$ cat src/logic/baud_pkg.sv
// Package with register map, field positions and modes for the serial rate generator.
package baud_pkg;
   localparam logic [11:0] ADDR_DIV_LOW = 12'h000;
   localparam logic [11:0] ADDR_DIV_HIGH = 12'h004;
   localparam logic [11:0] ADDR_BAUD_CTRL = 12'h008;
   localparam logic [11:0] ADDR_XMIT_CTRL = 12'h00C;
   localparam logic [11:0] ADDR_STATUS = 12'h010;
   localparam int BIT_WIDE_SEL = 3;
   localparam int BIT_HIGH_RATE = 2;
   localparam int BIT_SYNC_MODE = 4;
   localparam int BIT_RX_IDLE = 0;
   localparam logic [7:0] DIV_RESET = 8'h00;
   localparam logic [7:0] CTRL_RESET = 8'h00;
   localparam logic [6:0] MULT_STANDARD = 7'h40;
   localparam logic [6:0] MULT_MEDIUM = 7'h10;
   localparam logic [6:0] MULT_FAST = 7'h04;
   typedef struct packed {
      logic sync_mode;
      logic high_rate_select;
      logic wide_counter_select;
   } rate_cfg_t;
   typedef enum logic [1:0] {
      PHASE_IDLE = 2'b00,
      PHASE_SETUP = 2'b01,
      PHASE_ACCESS = 2'b10
   } apb_phase_t;
endpackage

$ cat src/logic/baud_rate_gen.sv
// Serial port rate generator with APB register access and bit-rate tick outputs.
//
// Added by the designer: register access over APB and the register offsets.
`timescale 1ns/100ps
// What this block does
// A dedicated timer, 8-bit or 16-bit, serves both asynchronous and synchronous serial operation.
// Counting starts in 8-bit mode after reset and goes 16-bit only when software sets the wide select bit.
// The divisor high and low byte pair sets the period of the free-running timer.
// In asynchronous mode the high-rate and wide selects together choose the period multiplier.
// In synchronous mode the high-rate select has no effect on the bit period.
// Writing either divisor byte clears the timer at once so the new rate starts immediately.
// Asynchronous 8-bit standard rate gives oscillator over 64 times divisor plus one.
// Software checks the receive idle flag before changing the system clock.
// Software may use high rate or the wide counter to reduce rate error and reach slow rates.
// The multiplier is 16 with exactly one select set, 4 with both, and 4 in synchronous mode.
// Each time the counter reaches the divisor it reloads to zero and emits a one-cycle tick.
module baud_rate_gen #(
   parameter int WIDTH = 16
) (
   // Clock and reset
   input wire logic clk_in,
   input wire logic sys_rst_in,
   // APB slave
   input wire logic psel_in,
   input wire logic penable_in,
   input wire logic pwrite_in,
   input wire logic [11:0] paddr_in,
   input wire logic [31:0] pwdata_in,
   input wire logic [3:0] pstrb_in,
   output logic [31:0] prdata_out,
   output logic pready_out,
   output logic pslverr_out,
   // Serial shift logic
   input wire logic receive_idle_flag_in,
   output logic rate_tick_out,
   output logic bit_tick_out,
   output logic [6:0] multiplier_out
);
   logic [7:0] div_low_q;
   logic [7:0] div_high_q;
   baud_pkg::rate_cfg_t cfg_q;
   logic idle_meta_q;
   logic idle_sync_q;
   logic [6:0] pre_q;
   logic [6:0] pre_d;
   logic counter_tick;
   baud_pkg::apb_phase_t phase;

   wire access = psel_in && penable_in;
   wire wr_en = access && pwrite_in && pstrb_in[0];
   wire sel_low = (paddr_in == baud_pkg::ADDR_DIV_LOW);
   wire sel_high = (paddr_in == baud_pkg::ADDR_DIV_HIGH);
   wire sel_ctrl = (paddr_in == baud_pkg::ADDR_BAUD_CTRL);
   wire sel_xmit = (paddr_in == baud_pkg::ADDR_XMIT_CTRL);
   wire sel_stat = (paddr_in == baud_pkg::ADDR_STATUS);
   wire mapped = sel_low | sel_high | sel_ctrl | sel_xmit | sel_stat;
   wire div_write = wr_en && (sel_low || sel_high);
   wire [WIDTH-1:0] divisor = WIDTH'({div_high_q, div_low_q});

   // Mode multiplier that the shift logic and the prescaler apply to each timer tick.
   wire [6:0] mult_async = (cfg_q.high_rate_select && cfg_q.wide_counter_select) ? baud_pkg::MULT_FAST :
      (cfg_q.high_rate_select || cfg_q.wide_counter_select) ? baud_pkg::MULT_MEDIUM :
      baud_pkg::MULT_STANDARD; // see see
   wire [6:0] mult_sel = cfg_q.sync_mode ? baud_pkg::MULT_FAST : mult_async; // see
   wire pre_wrap = counter_tick && (pre_q >= mult_sel - 7'h01);

   assign phase = !psel_in ? baud_pkg::PHASE_IDLE :
      (penable_in ? baud_pkg::PHASE_ACCESS : baud_pkg::PHASE_SETUP);

   // Read fields; unmapped addresses read zero and flag an error.
   wire [31:0] rd_low = {24'h000000, div_low_q};
   wire [31:0] rd_high = {24'h000000, div_high_q};
   wire [31:0] rd_ctrl = 32'(cfg_q.wide_counter_select) << baud_pkg::BIT_WIDE_SEL;
   wire [31:0] rd_rate = 32'(cfg_q.high_rate_select) << baud_pkg::BIT_HIGH_RATE;
   wire [31:0] rd_sync = 32'(cfg_q.sync_mode) << baud_pkg::BIT_SYNC_MODE;
   wire [31:0] rd_stat = 32'(idle_sync_q) << baud_pkg::BIT_RX_IDLE;
   wire [31:0] rd_mux = ({32{sel_low}} & rd_low) |
      ({32{sel_high}} & rd_high) |
      ({32{sel_ctrl}} & rd_ctrl) |
      ({32{sel_xmit}} & (rd_rate | rd_sync)) |
      ({32{sel_stat}} & rd_stat);

   // The response is launched in the setup cycle so that it stands in the first access cycle.
   wire setup_phase = (phase == baud_pkg::PHASE_SETUP);
   wire [31:0] rd_next = (setup_phase && !pwrite_in) ? rd_mux : 32'h0000_0000;
   wire err_next = setup_phase && !mapped;

   // Register write strobes.
   wire wr_low = wr_en && sel_low;
   wire wr_high = wr_en && sel_high;
   wire wr_ctrl = wr_en && sel_ctrl;
   wire wr_xmit = wr_en && sel_xmit;
   wire [7:0] wr_byte = pwdata_in[7:0];

   // Prescaler counts timer ticks up to the mode multiplier.
   wire pre_clear = div_write || pre_wrap;
   wire [6:0] pre_inc = pre_q + 7'h01;
   assign pre_d = pre_clear ? 7'h00 : (counter_tick ? pre_inc : pre_q);

   // A divisor write drops any tick already on its way, so the old rate leaves no late pulse.
   wire rate_next = counter_tick && !div_write; // see
   wire bit_next = pre_wrap && !div_write;

   always_ff @(posedge clk_in) begin
      if (sys_rst_in) begin
         div_low_q <= baud_pkg::DIV_RESET;
      end else if (wr_low) begin
         div_low_q <= wr_byte;
      end
   end

   always_ff @(posedge clk_in) begin
      if (sys_rst_in) begin
         div_high_q <= baud_pkg::DIV_RESET;
      end else if (wr_high) begin
         div_high_q <= wr_byte;
      end
   end

   always_ff @(posedge clk_in) begin
      if (sys_rst_in) begin
         cfg_q <= '0;
      end else begin
         if (wr_ctrl) begin
            cfg_q.wide_counter_select <= pwdata_in[baud_pkg::BIT_WIDE_SEL];
         end
         if (wr_xmit) begin
            cfg_q.high_rate_select <= pwdata_in[baud_pkg::BIT_HIGH_RATE];
            cfg_q.sync_mode <= pwdata_in[baud_pkg::BIT_SYNC_MODE];
         end
      end
   end

   // Two-stage synchroniser for the receiver's idle level.
   always_ff @(posedge clk_in) begin
      if (sys_rst_in) begin
         idle_meta_q <= 1'b0;
      end else begin
         idle_meta_q <= receive_idle_flag_in;
      end
   end

   always_ff @(posedge clk_in) begin
      if (sys_rst_in) begin
         idle_sync_q <= 1'b0;
      end else begin
         idle_sync_q <= idle_meta_q;
      end
   end

   // Bus response registers.
   always_ff @(posedge clk_in) begin
      if (sys_rst_in) begin
         prdata_out <= 32'h0000_0000;
      end else begin
         prdata_out <= rd_next;
      end
   end

   always_ff @(posedge clk_in) begin
      if (sys_rst_in) begin
         pready_out <= 1'b0;
      end else begin
         pready_out <= setup_phase;
      end
   end

   always_ff @(posedge clk_in) begin
      if (sys_rst_in) begin
         pslverr_out <= 1'b0;
      end else begin
         pslverr_out <= err_next;
      end
   end

   // Prescaler and tick outputs.
   always_ff @(posedge clk_in) begin
      if (sys_rst_in) begin
         pre_q <= 7'h00;
      end else begin
         pre_q <= pre_d;
      end
   end

   always_ff @(posedge clk_in) begin
      if (sys_rst_in) begin
         rate_tick_out <= 1'b0;
      end else begin
         rate_tick_out <= rate_next;
      end
   end

   always_ff @(posedge clk_in) begin
      if (sys_rst_in) begin
         bit_tick_out <= 1'b0;
      end else begin
         bit_tick_out <= bit_next;
      end
   end

   always_ff @(posedge clk_in) begin
      if (sys_rst_in) begin
         multiplier_out <= baud_pkg::MULT_STANDARD;
      end else begin
         multiplier_out <= mult_sel;
      end
   end

   rate_counter #(
      .WIDTH(WIDTH)
   ) u_counter (
      .clk_in(clk_in),
      .sys_rst_in(sys_rst_in),
      .clear_in(div_write),
      .wide_in(cfg_q.wide_counter_select), // see
      .divisor_in(divisor),
      .tick_out(counter_tick)
   );
endmodule

$ cat src/logic/rate_counter.sv
// Free-running divisor counter that emits one tick each time it reaches the divisor.
`timescale 1ns/100ps
module rate_counter #(
   parameter int WIDTH = 16
) (
   // Clock and reset
   input wire logic clk_in,
   input wire logic sys_rst_in,
   // Control
   input wire logic clear_in,
   input wire logic wide_in,
   input wire logic [WIDTH-1:0] divisor_in,
   // Tick
   output logic tick_out
);
   logic [WIDTH-1:0] count_q;
   logic [WIDTH-1:0] count_d;
   logic [WIDTH-1:0] limit;
   logic hit;

   // In 8-bit mode only the low byte of the divisor sets the period.
   assign limit = wide_in ? divisor_in : {{(WIDTH-8){1'b0}}, divisor_in[7:0]};
   assign hit = (count_q >= limit);
   assign count_d = hit ? '0 : count_q + {{(WIDTH-1){1'b0}}, 1'b1};

   always_ff @(posedge clk_in) begin
      if (sys_rst_in || clear_in) begin
         count_q <= '0;
         tick_out <= 1'b0;
      end else begin
         count_q <= count_d;
         tick_out <= hit;
      end
   end
endmodule

$ cat config.mk
export PLATFORM = sky130hd
export DESIGN_NAME = baud_rate_gen
export DESIGN_NICKNAME = d
export VERILOG_FILES = /design/src/logic/baud_pkg.sv /design/src/logic/baud_rate_gen.sv /design/src/logic/rate_counter.sv
export SDC_FILE = /design/constraint.sdc
export NUM_CORES = 1
export LEC_CHECK = 0
export BUFFER_PORTS_ARGS = -buffer_cell sky130_fd_sc_hd__buf_2
export CELL_PAD_IN_SITES_DETAIL_PLACEMENT = 0
export CELL_PAD_IN_SITES_GLOBAL_PLACEMENT = 1
export CORE_MARGIN = 2
export CORE_UTILIZATION = 40
export DETAILED_ROUTE_END_ITERATION = 10
export PLACE_DENSITY_LB_ADDON = 0.1
export SYNTH_ARGS = -nofsm -noshare
export SYNTH_HDL_FRONTEND = slang
export SYNTH_SLANG_ARGS = --single-unit
$ cat constraint.sdc
create_clock -name clk_in -period 4.03 [get_ports clk_in]
set_clock_uncertainty 0.1 [all_clocks]
set_input_delay 0.403 -clock clk_in [delete_from_list [all_inputs] [get_ports clk_in]]
set_output_delay 0.403 -clock clk_in [all_outputs]
set_load 0.02 [all_outputs]
Word level (Yosys, flattened, before mapping)
Index checks and enable logic that the tools add are counted.
{"block": "totals", "latch_bits": 0, "ramBits": 0, "elab_cells": 72, "romBits": 0, "in_bits": 54, "mem_count": 0, "ff_bits": 88, "out_inout_bits": 43}
{"block": "classes", "multipliers": 0, "reduce_logical": 25, "order_cmp": 2, "bitwise": 15, "n_mux": 6, "shifts": 0, "n_addsub": 3, "n_div": 0, "n_eq_ne": 5}
{"op": "OR 32 bit", "n": 4}
{"op": "bitwise AND 32 x 8 -> 32 bit", "n": 2}
{"op": "bitwise AND 32 x 1 -> 32 bit", "n": 1}
{"op": "bitwise AND 32 x 4 -> 32 bit", "n": 1}
{"op": "bitwise AND 32 x 5 -> 32 bit", "n": 1}
{"op": "== test 12 x 4 -> 1 bit, second input constant", "n": 2}
{"op": "2-to-1 mux 7 bit", "n": 3}
{"op": "adder 16 x 1 -> 16 bit, second input constant", "n": 1}
{"op": ">= comparator 16 bit", "n": 1}
{"op": "2-to-1 mux 16 bit", "n": 1}
{"op": "logical AND 1 bit", "n": 14}
{"op": "== test 12 x 3 -> 1 bit, second input constant", "n": 1}
{"op": "== test 12 x 5 -> 1 bit, second input constant", "n": 1}
{"op": "logical NOT 12 bit", "n": 1}
{"op": "adder 7 x 1 -> 7 bit, second input constant", "n": 1}
{"op": ">= comparator 7 bit", "n": 1}
{"op": "subtractor 7 x 1 -> 7 bit, second input constant", "n": 1}
{"op": "OR reduction 2 bit", "n": 3}
{"op": "OR 3 x 5 -> 5 bit", "n": 1}
{"op": "logical OR 1 bit", "n": 4}
{"op": "2-to-1 mux 2 bit", "n": 2}
{"op": "OR 1 bit", "n": 4}
{"op": "logical NOT 1 bit", "n": 3}
{"op": "== test 2 x 1 -> 1 bit, second input constant", "n": 1}
{"op": "NOT 1 bit", "n": 1}

Longest topological paths before layout
{"block": "depth", "ltp_word": 9, "depth_mapped": 12, "depth_no_buf": 11}

Cells and area by module
From an unflattened synthesis, not the netlist that was laid out.
{"block": "hier_totals", "cells_unflattened": 370, "hier_area_um2": 3354.5}
{"mod": "baud_rate_gen", "area_each_um2": 2140.8, "n_inst": 1, "cells_per_inst": 236, "seq_area_each_um2": 860.8}
{"mod": "rate_counter", "area_each_um2": 1213.7, "n_inst": 1, "cells_per_inst": 134, "seq_area_each_um2": 340.3}

Least setup slack after synthesis
No wires, ideal clock.
{"block": "synth_timing", "path_kind": "register to register", "from": "register cfg_q[0] (netlist bit)", "to": "register pre_q[0]", "t_arrival_ns": 2.282, "setup_time_ns": 0.065, "path_stages_with_launch": 13, "n_path_buf": 1, "required_ns": 3.865, "period_less_slack_ns": 2.447, "setup_slack_ns": 1.583, "cell_sequence": "dfxtp_1 clkbuf_1 inv_1 ha_1 nor2_1 xor2_1 nand2_1 ha_1 nand3_1 a221oi_1 o31ai_1 nand2_1 nor2_1"}
{"block": "synth_via", "elab_chain_len": 9, "elab_cells_between_ends": 10, "classes_between": "1 x add/sub; 1 x order compare; 3 x mux; 5 x reduce/logical"}
{"item": "start, declared", "line_no": "baud_rate_gen.sv:41", "source": "baud_pkg::rate_cfg_t cfg_q;"}
{"item": "logical OR 1 bit", "line_no": "baud_rate_gen.sv:62", "source": "(cfg_q.high_rate_select || cfg_q.wide_counter_select) ? baud_pkg::MULT_MEDIUM :"}
{"item": "2-to-1 mux 7 bit", "line_no": "baud_rate_gen.sv:62"}
{"item": "2-to-1 mux 7 bit *", "line_no": "baud_rate_gen.sv:61", "source": "wire [6:0] mult_async = (cfg_q.high_rate_select && cfg_q.wide_counter_select) ? baud_pkg::MULT_FAST :"}
{"item": "2-to-1 mux 7 bit *", "line_no": "baud_rate_gen.sv:64", "source": "wire [6:0] mult_sel = cfg_q.sync_mode ? baud_pkg::MULT_FAST : mult_async;"}
{"item": "subtractor 7 x 1 -> 7 bit *", "line_no": "baud_rate_gen.sv:65", "source": "wire pre_wrap = counter_tick && (pre_q >= mult_sel - 7'h01);"}
{"item": ">= comparator 7 bit *", "line_no": "baud_rate_gen.sv:65"}
{"item": "logical AND 1 bit *", "line_no": "baud_rate_gen.sv:65"}
{"item": "logical OR 1 bit *", "line_no": "baud_rate_gen.sv:96", "source": "wire pre_clear = div_write || pre_wrap;"}
{"item": "OR reduction 2 bit (no line) *"}
{"item": "end signal, assigned", "line_no": "baud_rate_gen.sv:181", "source": "pre_q <= pre_d;"}
{"item": "end, declared", "line_no": "baud_rate_gen.sv:44", "source": "logic [6:0] pre_q;"}
Every way passes the cells marked *; elsewhere a longest branch is shown, timed or not.
A chain may end at the register's enable or synchronous reset.

Worst setup path in the final report
{"block": "layout_timing", "from": "register cfg_q[0] (netlist bit)", "to": "register pre_q[6]"}
The elaborated chain is that of the path after synthesis.

==> flow_metrics.tcl <==
set metrics [dict create \
    cts_resized 0 \
    fin_cells 504 \
    drc_errors 0 \
    start_kind "flop" \
    syn_area_um2 3100 \
    vias 2334 \
    clk_latency_ns 0.33 \
    arrival_ns 2.84 \
    p_total_mw 1.22 \
    async_reset_ff_share_pct 0 \
    num-nets-final 474 \
    io_buffers 41 \
    critPathLaunch "cfg_q[0]$_SDFFE_PP0P_" \
    core_um2 7610 \
    hold_viol 0 \
    fin_tns_setup_ns 0 \
    dp_hpwl_um 4660 \
    path_max_fanout 12 \
    required_ns 4.20 \
    fin_hold_ws_ns 0.174 \
    dp_cells 488 \
    clock-root-buffer "clkbuf_8" \
    cts_buffers 9 \
    place_congestion 0.751 \
    grt_pass1_wl_um 10500 \
    io_pins 97 \
    fp-row-count 32 \
    final_cell_mix "60 x dfxtp_1, 56 x nor2_1, 41 x buf_2, 39 x nand2_1, 28 x conb_1" \
    synth_edf_count 0 \
    p_leak_nw 1.50 \
    clk_pin_slew_ns 0.07 \
    die_w_um 92.0 \
    outcome "completed" \
    die_h_um 92.0 \
    synth_ff_type "dfxtp_1" \
    ctsLongestPathBuffers 2 \
    postCtsSetupRepairBufs 0 \
    ys_seq_area_share_pct 38.8 \
    synthToLayoutAreaGrowth_pct 11.4 \
    ant_nets 0 \
    grt_pass1_vias 2189 \
    start_util_pct 40.7 \
    fillCellCount 798 \
    finalSetupViolCount 0 \
    postSynthRegisterBits 60 \
    cts_tree "yes" \
    drive_above_1_share_pct 14.9 \
    power_density_nw_per_um2 353 \
    min_period_ns 2.67 \
    crit_path_end "pre_q[6]$_SDFFE_PP0P_" \
    grt_setup_unrepaired "false" \
    hp-class "in -> reg" \
    ctsHtreeMaxLevel 3 \
    synthCells 358 \
    wl_per_cell_um 12.3 \
    drt_iter0_markers 83 \
    numClockSinks 60 \
    r2r_setup_slack_ns 1.36 \
    cap_viol_max_count 0 \
    gr-total-overflow 0 \
    rr_endpoint "pre_q[6]$_SDFFE_PP0P_" \
    worst_pin_slew_ns 0.596 \
    end_kind "flop" \
    viasPerCell 4.63 \
    avgSynthCellArea_um2 8.65 \
    path_class "reg -> reg" \
    die_area_um2 8460 \
    final_common_cell "dfxtp_1" \
    utilization_pct 45.4 \
    reg2regPathDepth 11 \
    timing.rr.start "cfg_q[0]$_SDFFE_PP0P_" \
    grt.total_usage_pct 15.7 \
    grt_max_degree 28 \
    yosysUniqueCellTypes 38 \
    diodes 0 \
    slew_viol_final 0 \
    grt_antenna_before_repair 0 \
    routed_wl_um 6190 \
    dr.pass1.iters 4 \
    ir_drop_mv 0.152 \
    fin_crit_sh_pct 66.4 \
    cts_hold_buf 0 \
    slew_headroom_pct 60.2 \
    yosysWarnings 0 \
    max_freq_ghz 0.374 \
]
-- power by group --
part	switching (mW)	internal [mW]	total (mW)
Combinational	0.0466	0.0184	0.0649
Sequential	0.00459	0.598	0.602
Clock	0.235	0.317	0.552
-- how the worst min path moves through the flow --
stage	startpoint	end	slack (ns)	cells past startpoint
final	receive_idle_flag_in	idle_meta_q$_SDFF_PP0_	0.17	2
after global placement	idle_meta_q$_SDFF_PP0_	idle_sync_q$_SDFF_PP0_	0.33	1
after CTS	receive_idle_flag_in	idle_meta_q$_SDFF_PP0_	0.16	2
after global routing	pwdata_in[0]	div_high_q[0]$_SDFFE_PP0P_	0.22	3
after floorplan	idle_meta_q$_SDFF_PP0_	idle_sync_q$_SDFF_PP0_	0.31	1
after detailed placement	idle_meta_q$_SDFF_PP0_	idle_sync_q$_SDFF_PP0_	0.33	1
-- synthesized netlist by cell type, drive strengths merged (2+ instances only) --
cell / count / area [um2]
buf: 35 / 264
inv: 14 / 52.6
nor2: 56 / 210
nor2b: 6 / 37.5
xnor2: 8 / 70.1
a31oi: 4 / 25.0
clkbuf: 5 / 18.8
and2: 2 / 12.5
a21oi: 17 / 88.8
nand3: 12 / 60.1
dfxtp: 60 / 1200
xor2: 13 / 114
and4: 2 / 17.5
a21o: 4 / 30.0
nand4: 11 / 75.1
nand2: 39 / 146
nor3b: 2 / 15.0
mux2i: 20 / 200
ha: 23 / 288
o22ai: 2 / 12.5
o31ai: 2 / 20.0
o21ai: 3 / 15.0
and3: 5 / 31.3
nor3: 5 / 25.0
nor4: 2 / 18.8
-- cell families after synthesis --
family          count (synthesis)  share of synthesized area (%)
compound gates                 35                           7.03
xor+xnor                       21                           5.94
other cells                     1                          0.121
buf+inv                        54                           10.8
fa+ha+maj                      23                           9.29
mux                            20                           6.46
simple gates                  144                           21.5
flops                          60                           38.8
-- registers in the layout, summed over array words and instances, names as in the netlist --
| register | flops |
|---|---|
| bit_tick_out | 1 |
| cfg_q | 3 |
| div_high_q | 8 |
| div_low_q | 8 |
| idle_meta_q | 1 |
| idle_sync_q | 1 |
| multiplier_out | 3 |
| prdata_out | 8 |
| pre_q | 7 |
| pready_out | 1 |
| pslverr_out | 1 |
| rate_tick_out | 1 |
| u_counter.count_q | 16 |
| u_counter.tick_out | 1 |
-- per-stage QoR --
stage	worst slack, ns	instance area (um2)
detailed placement	1.36	3250
finish	1.36	3450
floorplan	1.58	3200
CTS	1.33	3450
global placement	1.38	3250
global route	1.08	3450
-- metal layers --
layer | share of wire, % | wire length (um) | up-vias | track usage (%)
met1 | 48 | 2960 | 1057 | 19.4
li1 | - | - | 1228 | -
met4 | 1.6 | 102 | 0 | 5.60
met2 | 46 | 2880 | 41 | 26.2
met3 | 4.0 | 247 | 8 | 4.60
met5 | 0 | 0 | - | 0
-- worst max-delay path, cell delays in order, from the launching register on --
cell      delay (ns)
dfxtp_1         0.56
inv_1           0.09
ha_1            0.31
nor2_1          0.20
xor2_1          0.16
nand2_1         0.07
ha_1            0.28
nand3_1         0.09
a221oi_1        0.05
o31ai_1         0.32
nand2_1         0.23
nor2_1          0.14
-- final cells by class --
class	instances	area (um2)	share of cell area [%]
Timing Repair Buffer	41	205	5.95
Inverter	14	52.6	1.52
Tap cell	102	128	3.70
Multi-Input combinational cell	271	1660	48.2
Sequential cell	60	1200	34.8
Clock inverter	4	47.5	1.38
Clock buffer	12	155	4.50
Power figures use the tool's default switching activity.
